==> config.mk <==
export PLATFORM = sky130hd
export DESIGN_NAME = peripheral_clock_gating
export DESIGN_NICKNAME = d
export VERILOG_FILES = /design/src/design/clock_gating_pkg.sv /design/src/design/enable_bus_if.sv /design/src/design/enable_set_select.sv /design/src/design/peripheral_clock_gating.sv
export VERILOG_INCLUDE_DIRS = /design/src /design/src/design
export SDC_FILE = /design/constraint.sdc
export NUM_CORES = 1
export LEC_CHECK = 0
export ABC_AREA = 1
export BUFFER_PORTS_ARGS = -buffer_cell sky130_fd_sc_hd__buf_4
export CELL_PAD_IN_SITES_DETAIL_PLACEMENT = 1
export CELL_PAD_IN_SITES_GLOBAL_PLACEMENT = 2
export CORE_ASPECT_RATIO = 1.25
export CORE_MARGIN = 10
export CORE_UTILIZATION = 30
export DETAILED_ROUTE_END_ITERATION = 10
export GPL_ROUTABILITY_DRIVEN = 0
export PLACE_DENSITY = 0.87
export RECOVER_POWER = 50
export SYNTH_ARGS = -nofsm -noshare
export SYNTH_HDL_FRONTEND = slang
export SYNTH_HIERARCHICAL = 1
export SYNTH_SLANG_ARGS = --single-unit
==> constraint.sdc <==
create_clock -name aclk -period 3.4 [get_ports aclk]
set_clock_uncertainty 0.1 [all_clocks]
set_input_delay 0.68 -clock aclk [delete_from_list [all_inputs] [get_ports aclk]]
set_output_delay 0.68 -clock aclk [all_outputs]
set_load 0.02 [all_outputs]
==> src/design/clock_gating_map.svh <==
// Operation
// - Separate enable sets for run, stop A, stop B
// - Deep stop has no set; all clocks off
// - Peripheral reads need its run-set bit at 1
// - Debug mode never changes enable register behaviour
// - All three sets share one bit layout
// - Register 1 bit 1 gates master two-wire clock
// - Register 1 bit 0 gates slave bus side only
// - Slave bit 0 blocks mailbox access
// - Register 0 bit 6 gates delay block clock
// - Register 0 bit 5 gates PWM timer clock
// - Register 0 bit 4 gates modulo timer clock
// - Register 0 bit 3 off: interrupt pin async only
// - Interrupt pin clock on: both edges usable
// - Register 0 bit 2 gates analog front end clock
// - Register 0 bit 1 gates both port control units
// - Flash bit 0: reads only, no program, no registers
`ifndef CLOCK_GATING_MAP_SVH
`define CLOCK_GATING_MAP_SVH

// Register byte offsets
`define OFS_RUN_0 8'h00
`define OFS_RUN_1 8'h04
`define OFS_STOP_A_0 8'h08
`define OFS_STOP_A_1 8'h0C
`define OFS_STOP_B_0 8'h10
`define OFS_STOP_B_1 8'h14
`define OFS_STATUS 8'h18

// Register 0 field positions
`define BIT_FLASH 0
`define BIT_PORT_CTRL 1
`define BIT_AFE 2
`define BIT_IRQ_PIN 3
`define BIT_MODULO_TIMER 4
`define BIT_PWM_TIMER 5
`define BIT_DELAY_BLOCK 6
// Register 1 field positions
`define BIT_SLAVE_PORT 0
`define BIT_MASTER_TWO_WIRE 1

// Writable bit masks, reserved bits zero
`define MASK_REG_0 8'h7F
`define MASK_REG_1 8'h03

// Reset values: every clock on
`define RESET_REG_0 8'h7F
`define RESET_REG_1 8'h03

// Status field positions
`define STATUS_MODE_LSB 0
`define STATUS_APPLIED_0_LSB 8
`define STATUS_APPLIED_1_LSB 16

// Bus responses
`define RESP_OKAY 2'h0
`define RESP_SLVERR 2'h2

`endif

==> src/design/clock_gating_pkg.sv <==
package clock_gating_pkg;
  // Power mode reported by the power controller
  typedef enum logic [1:0] {
    MODE_RUN,
    MODE_STOP_A,
    MODE_STOP_B,
    MODE_DEEP
  } power_mode_t;

  // One enable register, 8 bits wide
  typedef logic [7:0] enable_reg_t;

  // Index order of the peripheral read-allow vector
  typedef enum logic [3:0] {
    PERIPH_FLASH,
    PERIPH_PORT_CTRL,
    PERIPH_AFE,
    PERIPH_IRQ_PIN,
    PERIPH_MODULO_TIMER,
    PERIPH_PWM_TIMER,
    PERIPH_DELAY_BLOCK,
    PERIPH_SLAVE_PORT,
    PERIPH_MASTER_TWO_WIRE
  } periph_index_t;
endpackage : clock_gating_pkg

==> src/design/enable_bus_if.sv <==
interface enable_bus_if;
  clock_gating_pkg::enable_reg_t run_0;     // Run set, register 0
  clock_gating_pkg::enable_reg_t run_1;     // Run set, register 1
  clock_gating_pkg::enable_reg_t stop_a_0;  // Stop A set, register 0
  clock_gating_pkg::enable_reg_t stop_a_1;  // Stop A set, register 1
  clock_gating_pkg::enable_reg_t stop_b_0;  // Stop B set, register 0
  clock_gating_pkg::enable_reg_t stop_b_1;  // Stop B set, register 1
  clock_gating_pkg::power_mode_t mode;      // Current power mode
  clock_gating_pkg::enable_reg_t applied_0; // Enables in force, register 0
  clock_gating_pkg::enable_reg_t applied_1; // Enables in force, register 1

  // Register owner side
  modport owner (
    output run_0, run_1, stop_a_0, stop_a_1, stop_b_0, stop_b_1, mode,
    input applied_0, applied_1
  );
  // Set selector side
  modport selector (
    input run_0, run_1, stop_a_0, stop_a_1, stop_b_0, stop_b_1, mode,
    output applied_0, applied_1
  );
endinterface : enable_bus_if

==> src/design/enable_set_select.sv <==
`include "clock_gating_map.svh"

module enable_set_select (
  input wire logic aclk,
  input wire logic aresetn,
  enable_bus_if.selector bus
);
  clock_gating_pkg::enable_reg_t applied_0;      // Register 0 in force
  clock_gating_pkg::enable_reg_t applied_1;      // Register 1 in force
  clock_gating_pkg::enable_reg_t next_applied_0; // Next register 0
  clock_gating_pkg::enable_reg_t next_applied_1; // Next register 1

  // Same bit meaning in every set, so one loop serves all bits
  for (genvar i = 0; i < 8; i++) begin : g_bit
    // Pick the set that matches the mode
    always_comb begin
      case (bus.mode)
        clock_gating_pkg::MODE_RUN: begin
          next_applied_0[i] = bus.run_0[i];
          next_applied_1[i] = bus.run_1[i];
        end
        clock_gating_pkg::MODE_STOP_A: begin
          next_applied_0[i] = bus.stop_a_0[i];
          next_applied_1[i] = bus.stop_a_1[i];
        end
        clock_gating_pkg::MODE_STOP_B: begin
          next_applied_0[i] = bus.stop_b_0[i];
          next_applied_1[i] = bus.stop_b_1[i];
        end
        default: begin
          // Oscillator stopped: everything off
          next_applied_0[i] = 1'b0;
          next_applied_1[i] = 1'b0;
        end
      endcase
    end
  end

  // Register the selected enables
  always_ff @(posedge aclk) begin
    if (!aresetn) begin
      applied_0 <= `RESET_REG_0;
      applied_1 <= `RESET_REG_1;
    end else begin
      applied_0 <= next_applied_0 & `MASK_REG_0;
      applied_1 <= next_applied_1 & `MASK_REG_1;
    end
  end

  assign bus.applied_0 = applied_0;
  assign bus.applied_1 = applied_1;
endmodule : enable_set_select

==> src/design/peripheral_clock_gating.sv <==
// Decided for this implementation: the register addresses and the AXI4-Lite slave port.
`include "clock_gating_map.svh"

module peripheral_clock_gating (
  input wire logic aclk,
  input wire logic aresetn,
  // AXI4-Lite write address
  input wire logic [7:0] awaddr,
  input wire logic [2:0] awprot,
  input wire logic awvalid,
  output logic awready,
  // AXI4-Lite write data
  input wire logic [31:0] wdata,
  input wire logic [3:0] wstrb,
  input wire logic wvalid,
  output logic wready,
  // AXI4-Lite write response
  output logic [1:0] bresp,
  output logic bvalid,
  input wire logic bready,
  // AXI4-Lite read address
  input wire logic [7:0] araddr,
  input wire logic [2:0] arprot,
  input wire logic arvalid,
  output logic arready,
  // AXI4-Lite read data
  output logic [31:0] rdata,
  output logic [1:0] rresp,
  output logic rvalid,
  input wire logic rready,
  // Power mode from the power controller
  input wire clock_gating_pkg::power_mode_t power_mode,
  // Peripheral clock enables
  output logic delay_block_clock_enable,
  output logic pwm_timer_clock_enable,
  output logic modulo_timer_clock_enable,
  output logic irq_clock_enable,
  output logic analog_front_end_clock_enable,
  output logic port_control_unit_a_clock_enable,
  output logic port_control_unit_b_clock_enable,
  output logic flash_controller_clock_enable,
  output logic master_two_wire_clock_enable,
  output logic slave_port_bus_clock_enable,
  // Interrupt pin capabilities
  output logic irq_edge_detect_allow,
  output logic irq_async_only,
  // Flash controller permissions
  output logic flash_read_allow,
  output logic flash_program_allow,
  output logic flash_register_access_allow,
  // Slave port permissions
  output logic mailbox_access_allow,
  output logic slave_serial_link_enable,
  // Processor read permission per peripheral
  output logic [8:0] peripheral_read_allow
);

  // Write channel state
  typedef enum logic [1:0] {
    WR_IDLE,
    WR_RESP
  } write_state_t;

  enable_bus_if sets ();

  // Enable register sets
  clock_gating_pkg::enable_reg_t run_0;
  clock_gating_pkg::enable_reg_t run_1;
  clock_gating_pkg::enable_reg_t stop_a_0;
  clock_gating_pkg::enable_reg_t stop_a_1;
  clock_gating_pkg::enable_reg_t stop_b_0;
  clock_gating_pkg::enable_reg_t stop_b_1;
  clock_gating_pkg::enable_reg_t next_run_0;
  clock_gating_pkg::enable_reg_t next_run_1;
  clock_gating_pkg::enable_reg_t next_stop_a_0;
  clock_gating_pkg::enable_reg_t next_stop_a_1;
  clock_gating_pkg::enable_reg_t next_stop_b_0;
  clock_gating_pkg::enable_reg_t next_stop_b_1;

  // Write path holding registers
  write_state_t write_state;
  write_state_t next_write_state;
  logic aw_held;             // Write address captured
  logic next_aw_held;
  logic [7:0] aw_addr;       // Captured write address
  logic [7:0] next_aw_addr;
  logic w_held;              // Write data captured
  logic next_w_held;
  logic [31:0] w_data;       // Captured write data
  logic [31:0] next_w_data;
  logic [3:0] w_strb;        // Captured byte strobes
  logic [3:0] next_w_strb;
  logic [1:0] write_resp;    // Response in flight
  logic [1:0] next_write_resp;
  logic do_write;            // Both halves present

  // Read path registers
  logic read_valid;
  logic next_read_valid;
  logic [31:0] read_data;
  logic [31:0] next_read_data;
  logic [1:0] read_resp;
  logic [1:0] next_read_resp;

  // Permission and gating registers
  logic [8:0] read_allow;
  logic [8:0] next_read_allow;

  // Status word built from live state
  logic [31:0] status_word;

  // Protection bits carry no meaning here
  logic unused_prot;
  assign unused_prot = ^{awprot, arprot, wdata[31:8], wstrb[3:1]};

  // Selector applies the set matching the mode
  assign sets.run_0 = run_0;
  assign sets.run_1 = run_1;
  assign sets.stop_a_0 = stop_a_0;
  assign sets.stop_a_1 = stop_a_1;
  assign sets.stop_b_0 = stop_b_0;
  assign sets.stop_b_1 = stop_b_1;
  assign sets.mode = power_mode;

  enable_set_select u_select (
    .aclk(aclk),
    .aresetn(aresetn),
    .bus(sets.selector)
  );

  // Handshakes: one transaction of each kind at a time
  assign awready = !aw_held && (write_state == WR_IDLE);
  assign wready = !w_held && (write_state == WR_IDLE);
  assign arready = !read_valid;
  assign do_write = aw_held && w_held && (write_state == WR_IDLE);

  // Write channel: capture, commit, respond
  always_comb begin
    next_write_state = write_state;
    next_aw_held = aw_held;
    next_aw_addr = aw_addr;
    next_w_held = w_held;
    next_w_data = w_data;
    next_w_strb = w_strb;
    next_write_resp = write_resp;
    case (write_state)
      WR_IDLE: begin
        // Take address and data in either order
        if (awvalid && awready) begin
          next_aw_held = 1'b1;
          next_aw_addr = awaddr;
        end
        if (wvalid && wready) begin
          next_w_held = 1'b1;
          next_w_data = wdata;
          next_w_strb = wstrb;
        end
        // Commit once both halves are held
        if (do_write) begin
          next_aw_held = 1'b0;
          next_w_held = 1'b0;
          next_write_state = WR_RESP;
          case (aw_addr)
            `OFS_RUN_0, `OFS_RUN_1, `OFS_STOP_A_0, `OFS_STOP_A_1,
            `OFS_STOP_B_0, `OFS_STOP_B_1, `OFS_STATUS: begin
              next_write_resp = `RESP_OKAY;
            end
            default: begin
              // Unmapped address
              next_write_resp = `RESP_SLVERR;
            end
          endcase
        end
      end
      WR_RESP: begin
        // Hold response until accepted
        if (bready) begin
          next_write_state = WR_IDLE;
        end
      end
      default: begin
        next_write_state = WR_IDLE;
      end
    endcase
  end

  // Register updates; debug mode plays no part here
  always_comb begin
    next_run_0 = run_0;
    next_run_1 = run_1;
    next_stop_a_0 = stop_a_0;
    next_stop_a_1 = stop_a_1;
    next_stop_b_0 = stop_b_0;
    next_stop_b_1 = stop_b_1;
    if (do_write && w_strb[0]) begin
      case (aw_addr)
        // Reserved bits dropped on write
        `OFS_RUN_0: next_run_0 = w_data[7:0] & `MASK_REG_0;
        `OFS_RUN_1: next_run_1 = w_data[7:0] & `MASK_REG_1;
        `OFS_STOP_A_0: next_stop_a_0 = w_data[7:0] & `MASK_REG_0;
        `OFS_STOP_A_1: next_stop_a_1 = w_data[7:0] & `MASK_REG_1;
        `OFS_STOP_B_0: next_stop_b_0 = w_data[7:0] & `MASK_REG_0;
        `OFS_STOP_B_1: next_stop_b_1 = w_data[7:0] & `MASK_REG_1;
        default: begin
          // Status and unmapped writes change nothing
          next_run_0 = run_0;
        end
      endcase
    end
  end

  // Status: mode and enables in force
  always_comb begin
    status_word = 32'h0000_0000;
    status_word[`STATUS_MODE_LSB +: 2] = power_mode;
    status_word[`STATUS_APPLIED_0_LSB +: 8] = sets.applied_0;
    status_word[`STATUS_APPLIED_1_LSB +: 8] = sets.applied_1;
  end

  // Read channel: one cycle from address to data
  always_comb begin
    next_read_valid = read_valid;
    next_read_data = read_data;
    next_read_resp = read_resp;
    if (read_valid && rready) begin
      next_read_valid = 1'b0;
    end
    if (arvalid && arready) begin
      next_read_valid = 1'b1;
      next_read_resp = `RESP_OKAY;
      // Reserved bits are stored as zero
      case (araddr)
        `OFS_RUN_0: next_read_data = {24'h00_0000, run_0};
        `OFS_RUN_1: next_read_data = {24'h00_0000, run_1};
        `OFS_STOP_A_0: next_read_data = {24'h00_0000, stop_a_0};
        `OFS_STOP_A_1: next_read_data = {24'h00_0000, stop_a_1};
        `OFS_STOP_B_0: next_read_data = {24'h00_0000, stop_b_0};
        `OFS_STOP_B_1: next_read_data = {24'h00_0000, stop_b_1};
        `OFS_STATUS: next_read_data = status_word;
        default: begin
          // Unmapped address
          next_read_data = 32'h0000_0000;
          next_read_resp = `RESP_SLVERR;
        end
      endcase
    end
  end

  // Processor access permissions follow the run set only
  always_comb begin
    next_read_allow = 9'h000;
    next_read_allow[clock_gating_pkg::PERIPH_FLASH] = run_0[`BIT_FLASH];
    next_read_allow[clock_gating_pkg::PERIPH_PORT_CTRL] = run_0[`BIT_PORT_CTRL];
    next_read_allow[clock_gating_pkg::PERIPH_AFE] = run_0[`BIT_AFE];
    next_read_allow[clock_gating_pkg::PERIPH_IRQ_PIN] = run_0[`BIT_IRQ_PIN];
    next_read_allow[clock_gating_pkg::PERIPH_MODULO_TIMER] = run_0[`BIT_MODULO_TIMER];
    next_read_allow[clock_gating_pkg::PERIPH_PWM_TIMER] = run_0[`BIT_PWM_TIMER];
    next_read_allow[clock_gating_pkg::PERIPH_DELAY_BLOCK] = run_0[`BIT_DELAY_BLOCK];
    next_read_allow[clock_gating_pkg::PERIPH_SLAVE_PORT] = run_1[`BIT_SLAVE_PORT];
    next_read_allow[clock_gating_pkg::PERIPH_MASTER_TWO_WIRE] =
      run_1[`BIT_MASTER_TWO_WIRE];
  end

  // Register every state group
  always_ff @(posedge aclk) begin
    if (!aresetn) begin
      run_0 <= `RESET_REG_0;
      run_1 <= `RESET_REG_1;
      stop_a_0 <= `RESET_REG_0;
      stop_a_1 <= `RESET_REG_1;
      stop_b_0 <= `RESET_REG_0;
      stop_b_1 <= `RESET_REG_1;
      write_state <= WR_IDLE;
      aw_held <= 1'b0;
      aw_addr <= 8'h00;
      w_held <= 1'b0;
      w_data <= 32'h0000_0000;
      w_strb <= 4'h0;
      write_resp <= `RESP_OKAY;
      read_valid <= 1'b0;
      read_data <= 32'h0000_0000;
      read_resp <= `RESP_OKAY;
      read_allow <= 9'h1FF;
    end else begin
      run_0 <= next_run_0;
      run_1 <= next_run_1;
      stop_a_0 <= next_stop_a_0;
      stop_a_1 <= next_stop_a_1;
      stop_b_0 <= next_stop_b_0;
      stop_b_1 <= next_stop_b_1;
      write_state <= next_write_state;
      aw_held <= next_aw_held;
      aw_addr <= next_aw_addr;
      w_held <= next_w_held;
      w_data <= next_w_data;
      w_strb <= next_w_strb;
      write_resp <= next_write_resp;
      read_valid <= next_read_valid;
      read_data <= next_read_data;
      read_resp <= next_read_resp;
      read_allow <= next_read_allow;
    end
  end

  // Bus answer outputs
  assign bvalid = (write_state == WR_RESP);
  assign bresp = write_resp;
  assign rvalid = read_valid;
  assign rdata = read_data;
  assign rresp = read_resp;
  assign peripheral_read_allow = read_allow;

  // Peripheral clock enables from the applied set
  assign delay_block_clock_enable = sets.applied_0[`BIT_DELAY_BLOCK];
  assign pwm_timer_clock_enable = sets.applied_0[`BIT_PWM_TIMER];
  assign modulo_timer_clock_enable = sets.applied_0[`BIT_MODULO_TIMER];
  assign irq_clock_enable = sets.applied_0[`BIT_IRQ_PIN];
  assign analog_front_end_clock_enable = sets.applied_0[`BIT_AFE];
  // One bit drives both port control units
  assign port_control_unit_a_clock_enable = sets.applied_0[`BIT_PORT_CTRL];
  assign port_control_unit_b_clock_enable = sets.applied_0[`BIT_PORT_CTRL];
  assign flash_controller_clock_enable = sets.applied_0[`BIT_FLASH];
  assign master_two_wire_clock_enable = sets.applied_1[`BIT_MASTER_TWO_WIRE];
  assign slave_port_bus_clock_enable = sets.applied_1[`BIT_SLAVE_PORT];

  // Edge detection needs the pin clock; otherwise only async interrupts
  assign irq_edge_detect_allow = sets.applied_0[`BIT_IRQ_PIN];
  assign irq_async_only = !sets.applied_0[`BIT_IRQ_PIN];

  // Flash array reads never depend on the controller clock
  assign flash_read_allow = 1'b1;
  assign flash_program_allow = sets.applied_0[`BIT_FLASH];
  assign flash_register_access_allow = sets.applied_0[`BIT_FLASH];

  // Mailbox needs the bus-side clock; serial link is clocked externally
  assign mailbox_access_allow = sets.applied_1[`BIT_SLAVE_PORT];
  assign slave_serial_link_enable = 1'b1;

endmodule : peripheral_clock_gating

; ---- After elaboration in Yosys (flattened, before gate mapping)
; Index checks and enable logic that the tools add are counted.
[op_classes]
n_eq_ne = 17
muxes = 21
n_reduce_logical = 34
[op_table]
columns = operator, count
row1 = one-hot mux 24 bit (7 select lines), 1
row2 = "== test 8 x 5 -> 1 bit, second input constant", 6
row3 = "== test 8 x 4 -> 1 bit, second input constant", 4
row4 = one-hot mux 1 bit (3 select lines), 9
row5 = AND reduction 2 bit, 12
row6 = "== test 8 x 3 -> 1 bit, second input constant", 2
row7 = logical NOT 8 bit, 2
row8 = OR reduction 7 bit, 2
row9 = logical AND 1 bit, 9
row10 = two-way mux 2 bit, 4
row11 = two-way mux 1 bit, 6
row12 = nonzero test 2 bit, 3
row13 = "== test 2 x 1 -> 1 bit, second input constant", 2
row14 = logical NOT 1 bit, 4
row15 = logical NOT 2 bit, 2
row16 = one-hot mux 2 bit (2 select lines), 1
row17 = "== test 2 bit, second input constant", 1
row18 = "inequality test 2 x 1 -> 1 bit, second input constant", 1
row19 = "inequality test 2 bit, second input constant", 1
[totals]
register_bits = 109
inputBits = 67
output_inout_bits = 67
word_cells = 93

; ---- Depth between registers and ports, before layout
; Gate-level depths: netlist of run 1.
[logic_depth]
word_depth = 5
mapped_depth = 10
ltp_nobuf = 9

; ---- Cells and area by module
; The synthesis of run 1 kept the hierarchy.
[modules_own_cells]
columns = mod, n_inst, cells_each, area_per_inst_um2, seq_area_each_um2
row1 = peripheral_clock_gating, 1, 423, 3495.9, 1621.6
row2 = enable_set_select, 1, 59, 473.0, 180.2

; ---- Least setup slack after synthesis of run 1
; Ideal clock, no wire load.
[synth_path]
path_type = input port to flip-flop
start = input port araddr[2]
end = register read_data[8], in the netlist rdata[8]
t_arrival_ps = 1471
setup_slack_ps = 1759
stages = 8
n_path_buf = 1
path_cell_list = inv_1 -> nand2_1 -> nor2_4 -> nand2_1 -> inv_2 -> buf_6 -> nand2_1 -> a21oi_1
[synth_between]
elab_chain_cells = 2
elab_cells_between_ends = 8
cone_classes = eq/ne (6) / mux (1) / reduce/logical (1)
[synth_rtl]
columns = element, line_no
row1 = start: declaration, peripheral_clock_gating.sv:22  ; input wire logic [7:0] araddr,
row2 = "== test 8 x 5 -> 1 bit, or another cell as far along", peripheral_clock_gating.sv:232  ; case (araddr)
row3 = one-hot mux 24 bit (7 select lines) (*), peripheral_clock_gating.sv:232
row4 = end signal: assignment, peripheral_clock_gating.sv:299  ; read_data <= next_read_data;
row5 = end: declaration, peripheral_clock_gating.sv:100  ; logic [31:0] read_data;
; Mark *: on every way between the ends. The rest lies on a longest branch, timed or not.
; A chain may end at the register's enable or synchronous reset.

; ---- Worst setup path after layout of run 1
[layout_path]
start = input port power_mode[1]
end = register u_select.applied_0[3], in the netlist u_select/bus.applied_0[3]
[layout_between]
elab_chain_cells = 2
elab_cells_between_ends = 4
cone_classes = eq/ne (2) / mux (1) / reduce/logical (1)
[layout_rtl]
columns = element, line_no
row1 = start: declaration, peripheral_clock_gating.sv:32  ; input wire clock_gating_pkg::power_mode_t power_mode,
row2 = "== test 2 bit, or another cell as far along", --
row3 = one-hot mux 1 bit (3 select lines) (*), enable_set_select.sv:17  ; case (bus.mode)
row4 = end signal: assignment, enable_set_select.sv:42  ; applied_0 <= `RESET_REG_0;
row5 = end signal: assignment, enable_set_select.sv:45  ; applied_0 <= next_applied_0 & `MASK_REG_0;
row6 = end: declaration, enable_set_select.sv:8  ; clock_gating_pkg::enable_reg_t applied_0;
; Marked as above.

==> results of run 1 <==
[worst max path at each step]
stage	end	slack (ns)	cells after the start
2_1_floorplan	rdata[8]$_SDFFE_PN0P_	1.76	8
3_3_place_gp	peripheral_read_allow[8]$_SDFF_PN1_	1.22	3
3_5_place_dp	peripheral_read_allow[7]$_SDFF_PN1_	1.21	3
4_1_cts	peripheral_read_allow[7]$_SDFF_PN1_	1.57	3
5_1_grt	rdata[14]$_SDFFE_PN0P_	1.07	5
6_report	u_select/bus.applied_0[3]$_SDFF_PN1_	1.38	4
[state kept, by name, indices dropped and copies added (netlist names), 2 cells and up]
name and flops:
aw_addr 8, peripheral_read_allow 9, rdata 23, run_0 7, run_1 2, sets.stop_a_0 7, sets.stop_a_1 2, sets.stop_b_0 7
sets.stop_b_1 2, u_select/bus.applied_0 7, u_select/bus.applied_1 2, w_data 7
[report_power, final]
part	internal [mW]	switching (mW)	leakage [nW]
combinational	0.0920	0.205	1.29
sequential	1.10	0.0252	0.737
clock	0.680	0.386	0.156
[area by class of cell]
class / count / area [sq um]
Fill cell: 1587 / 8060
Sequential cell: 90 / 1800
Multi-Input combinational cell: 318 / 1730
Timing Repair Buffer: 88 / 548
Clock buffer: 13 / 260
Tap cell: 168 / 210
Inverter: 43 / 161
Clock inverter: 2 / 60.1
[layer usage]
layer | GRT usage | share of wire
met4 | 0.0396 | 0.014
met2 | 0.214 | 0.50
met1 | 0.133 | 0.42
met5 | 0 | 0
met3 | 0.0379 | 0.067
[metrics by stage]
step / power [mW] / setup slack, ns
detailed placement: 1.46 / 1.21
CTS: 2.54 / 1.57
floorplan: 1.37 / 1.76
global placement: 1.45 / 1.22
global route: 2.60 / 1.07
finish: 2.49 / 1.38
[Yosys cell counts, drive strengths merged]
library cell,number,area share
buf,36,0.069
nand2,105,0.11
nand3,38,0.049
o21a,1,0.0019
inv,42,0.040
o21ai,34,0.043
clkinv,1,0.00094
clkbuf,12,0.014
nand4,14,0.030
or2,2,0.0032
o211ai,32,0.087
nor3,3,0.0050
dfxtp,90,0.45
a21oi,42,0.053
conb,3,0.0028
nor2,26,0.040
a311oi,1,0.0022
[critical path, stage by stage]
cell	delay, ns
clkbuf_1	0.57
clkinv_1	0.49
nand3_1	0.22
nand4_1	0.14
[logic make-up after synthesis]
family,after synthesis,share of synthesized area
other,3,0.00284
AND/OR/NAND/NOR,188,0.232
buffers and inverters,91,0.124
AO/OA/AOI/OAI,110,0.187
flip-flops,90,0.454
==> impl_metrics.tcl, run 1 <==
set metrics [dict create \
    status "finished clean" \
    startpoint "power_mode[1]" \
    wl_um 10900 \
    instances_no_fill 722 \
    hold_end "aw_addr[5]$_SDFFE_PN0P_" \
    start_util 0.309 \
    clkSlewWorstSetupHoldPaths_ns 0.06 \
    dieWidth_um 123 \
    drive_gt1_frac 0.222 \
    finalCriticalPeriod_ns 2.02 \
    rr_startpoint "rvalid$_SDFFE_PN0P_" \
    p_per_area_mw_per_mm2 522 \
    drv_slew 0 \
    nets 617 \
    ir_drop_uv 262 \
    cts_tree "built" \
    clock_latency_ns 0.34 \
    wl_per_cell_um 15.1 \
    final_antenna_net_count 0 \
    synthCells 482 \
    final_common_cell "nand2_1" \
    fp.dieArea_sq_mm 0.0183 \
    worstMarginPinSlew_ns 1.13 \
    clock-root-buffer "clkbuf_16" \
    first_global_vias 3569 \
    post-route-cell-area_sq_mm 0.00477 \
    cts_made_buffers 9 \
    core_sq_mm 0.0128 \
    setup_viol 0 \
    synth-seq-cells 90 \
    viasPerCell 4.68 \
    first_pass_iters 4 \
    cts_hold_buf 0 \
    critPathCaptureType "flop" \
    cts_setup_buffers 0 \
    crit_required_ns 3.48 \
    p_leak_nw 2.19 \
    ys_seq_area_frac 0.454 \
    whs_ns 0.349 \
    relSlewSlack 0.248 \
    holdCritStartpoint "aw_addr[5]$_SDFFE_PN0P_" \
    cts_sinks 90 \
    htree_levels 3 \
    min_path_cells 2 \
    critPathArrivalTime_ns 2.10 \
    setup.worst_path.class "primary input to flop" \
    rrSetupSlack_ns 1.43 \
    diodes 0 \
    postPlaceCellArea_sq_mm 0.00457 \
    synth_cell_types 31 \
    grt_pass1_wl_um 18000 \
    r2r_cells 5 \
    start_kind "primary input" \
    drc 0 \
    r2r_end "rdata[20]$_SDFFE_PN0P_" \
    setup-tns-final_ns 0 \
    fmax_mhz 495 \
    cts_resized 0 \
    layout_common_cells "nand2_1 (96), dfxtp_1 (90), buf_4 (58)" \
    io_pins 134 \
    min_period_over_period 0.594 \
    syn_area_per_cell_sq_um 8.23 \
    syn_area_sq_mm 0.00397 \
    yosysWarningCount 6 \
    area_growth_pct 20.2 \
    antenna_found_initial 0 \
    grt-ovfl-total 0 \
    grt_setup_unrepaired "false" \
    die_y_um 149 \
    hold_class "flop to flop" \
    place_inst 707 \
    port-buffer-count 86 \
    via_count 3377 \
    cp_max_fo 12 \
    track_usage 0.121 \
    drtIter0Drc 138 \
    hpwlAfterDp_um 8260 \
    hold_violations 0 \
    final_core_util 0.372 \
    max_cap_violations 0 \
    clock_path_buffers 2 \
    grt_max_degree 59 \
    row_count 46 \
]
Power figures use the tool's default switching activity.
==> run 2, diff against run 1 <==
--- a/config.mk
+++ b/config.mk
@@ -12,10 +12,10 @@
 export CELL_PAD_IN_SITES_GLOBAL_PLACEMENT = 2
 export CORE_ASPECT_RATIO = 1.25
 export CORE_MARGIN = 10
-export CORE_UTILIZATION = 30
+export CORE_UTILIZATION = 25
 export DETAILED_ROUTE_END_ITERATION = 10
 export GPL_ROUTABILITY_DRIVEN = 0
-export PLACE_DENSITY = 0.87
+export PLACE_DENSITY = 0.78
 export RECOVER_POWER = 50
 export SYNTH_ARGS = -nofsm -noshare
 export SYNTH_HDL_FRONTEND = slang
==> constraint.sdc (replaced) <==
create_clock -name aclk -period 1.6 [get_ports aclk]
set_clock_uncertainty 0.1 [all_clocks]
set_input_delay 0.32 -clock aclk [delete_from_list [all_inputs] [get_ports aclk]]
set_output_delay 0.32 -clock aclk [all_outputs]
set_load 0.02 [all_outputs]
==> impl_metrics.tcl, run 2 (synthesis results as in run 1) <==
set metrics [dict create \
    setup-tns-final_ns 0 \
    final_core_util 0.329 \
    clkSlewWorstSetupHoldPaths_ns 0.07 \
    place_ws_ns -0.0487 \
    final_common_cell "buf_4" \
    htree_levels 3 \
    cts_tree "built" \
    row_count 51 \
    slowest_delay_ns 0.34 \
    nFillCells 1908 \
    r2r_end "sets.stop_b_0[0]$_SDFFE_PN1P_" \
    slowest_stage "dfxtp_1" \
    start_util 0.255 \
    drv_slew 0 \
    wl_um 11600 \
    status "finished clean" \
    clock_path_buffers 2 \
    crit_chain "buf_4 -> nor2_2 -> buf_4" \
    start_kind "flop" \
    crit_path_end "awready" \
    hold_class "primary input to flop" \
    place_inst 768 \
    rrSetupSlack_ns 0.13 \
    rr_startpoint "aw_addr[0]$_SDFFE_PN0P_" \
    die_y_um 161 \
    grt_pass1_wl_um 18900 \
    critPathCaptureType "output pin" \
    first_global_vias 3732 \
    worstMarginPinSlew_ns 0.586 \
    cts_made_buffers 9 \
    instances_no_fill 784 \
    via_count 3473 \
    setup.worst_path.class "flop to output pin" \
    cp_max_fo 3 \
    finalWorstSetupSlack_ns 0.0494 \
    min_path_cells 3 \
    layout_common_cells "buf_4 (99), nand2_1 (94), dfxtp_1 (90)" \
    fmax_mhz 645 \
    fp.dieArea_sq_mm 0.0213 \
    drc 0 \
    ir_drop_uv 404 \
    post-route-cell-area_sq_mm 0.00513 \
    core_sq_mm 0.0156 \
    crit_family "flip-flops" \
    clock-root-buffer "clkbuf_16" \
    hold_violations 0 \
    diodes 0 \
    r2r_cells 7 \
    critPathBufInv 2 \
    final_antenna_net_count 0 \
    startpoint "write_state[0]$_SDFFE_PN0P_" \
    cts_sinks 90 \
    setup_viol 0 \
    port-buffer-count 86 \
    io_pins 134 \
    finalCriticalPeriod_ns 1.55 \
    grt_max_degree 43 \
    cts_hold_buf 0 \
    grt-ovfl-total 0 \
    p_per_area_mw_per_mm2 1050 \
    nets 634 \
    postPlaceCellArea_sq_mm 0.00481 \
    dieWidth_um 133 \
    crit_required_ns 1.18 \
    relSlewSlack 0.609 \
    p_leak_nw 2.40 \
    area_growth_pct 29.3 \
    clock_latency_ns 0.34 \
    worstSetupPathDepth 3 \
    hpwlAfterDp_um 9070 \
    antenna_found_initial 0 \
    first_pass_iters 4 \
    viasPerCell 4.43 \
    cpMostUsedCell "buf_4" \
    wl_per_cell_um 14.8 \
    track_usage 0.108 \
    largest_reg_flops 23 \
    drtIter0Drc 155 \
    min_period_over_period 0.969 \
    drive_gt1_frac 0.313 \
    max_cap_violations 0 \
    critPathArrivalTime_ns 1.13 \
]
-- run 2: cell types whose count changed in the layout (fill, tap and decap cells not counted), moves of 3 or more --
cell,previous run,this run
buf_12,0,3
buf_4,58,99
clkbuf_1,32,2
nor2_1,18,15
o21ai_0,28,24
o21ai_1,6,10
-- run 2: timing repair --
item	4_1_cts	5_1_grt
setup endpoints to repair	0	17
buffers inserted	0	0
resized for setup	0	6
endpoints found under the hold margin	0	0
-- run 2: worst min-delay path by stage --
stage	from	endpoint	slack, ns
finish	awaddr[0]	aw_addr[0]$_SDFFE_PN0P_	0.14
global route	awaddr[0]	aw_addr[0]$_SDFFE_PN0P_	0.14
CTS	awaddr[0]	aw_addr[0]$_SDFFE_PN0P_	0.14
detailed placement	aw_addr[7]$_SDFFE_PN0P_	aw_addr[7]$_SDFFE_PN0P_	0.36
global placement	aw_addr[6]$_SDFFE_PN0P_	aw_addr[6]$_SDFFE_PN0P_	0.34
floorplan	aw_addr[6]$_SDFFE_PN0P_	aw_addr[6]$_SDFFE_PN0P_	0.33
-- run 2: layout make-up --
type | instances | area (sq um) | share of cell area
inverters | 43 | 164 | 0.0320
repair buffers | 105 | 818 | 0.160
well taps | 212 | 265 | 0.0517
flip-flops and latches | 90 | 1800 | 0.351
clock buffers | 10 | 239 | 0.0466
multi-input cells | 318 | 1750 | 0.341
clock inverters | 6 | 90.1 | 0.0176
-- run 2: report_power, final --
group / switching (mW) / total (mW) / internal, mW
Clock: 0.892 / 2.30 / 1.41
Sequential: 0.0568 / 2.39 / 2.34
Combinational: 0.452 / 0.703 / 0.252
Total: 1.40 / 5.40 / 4.00
-- run 2: metrics by stage --
step / total power [mW] / hold WS [ns]
floorplan: 2.90 / 0.334
global placement: 3.13 / 0.345
detailed placement: 3.15 / 0.357
CTS: 5.49 / 0.139
global route: 5.66 / 0.139
finish: 5.40 / 0.137
-- run 2: layer usage --
layer / global-route usage / routed length (um) / up-vias
li1: - / - / 1731
met3: 0.0234 / 500 / 28
met4: 0.0551 / 342 / 0
met1: 0.127 / 5130 / 1612
met5: 0 / 0 / -
met2: 0.180 / 5650 / 102
-- run 2: worst reg2reg max path: stages, from the launching register on --
cell,delay [ns]
dfxtp_1,0.31
nor2_1,0.09
inv_1,0.09
nor2_2,0.26
nand4_4,0.15
buf_12,0.18
nand2_1,0.09
o211ai_2,0.08
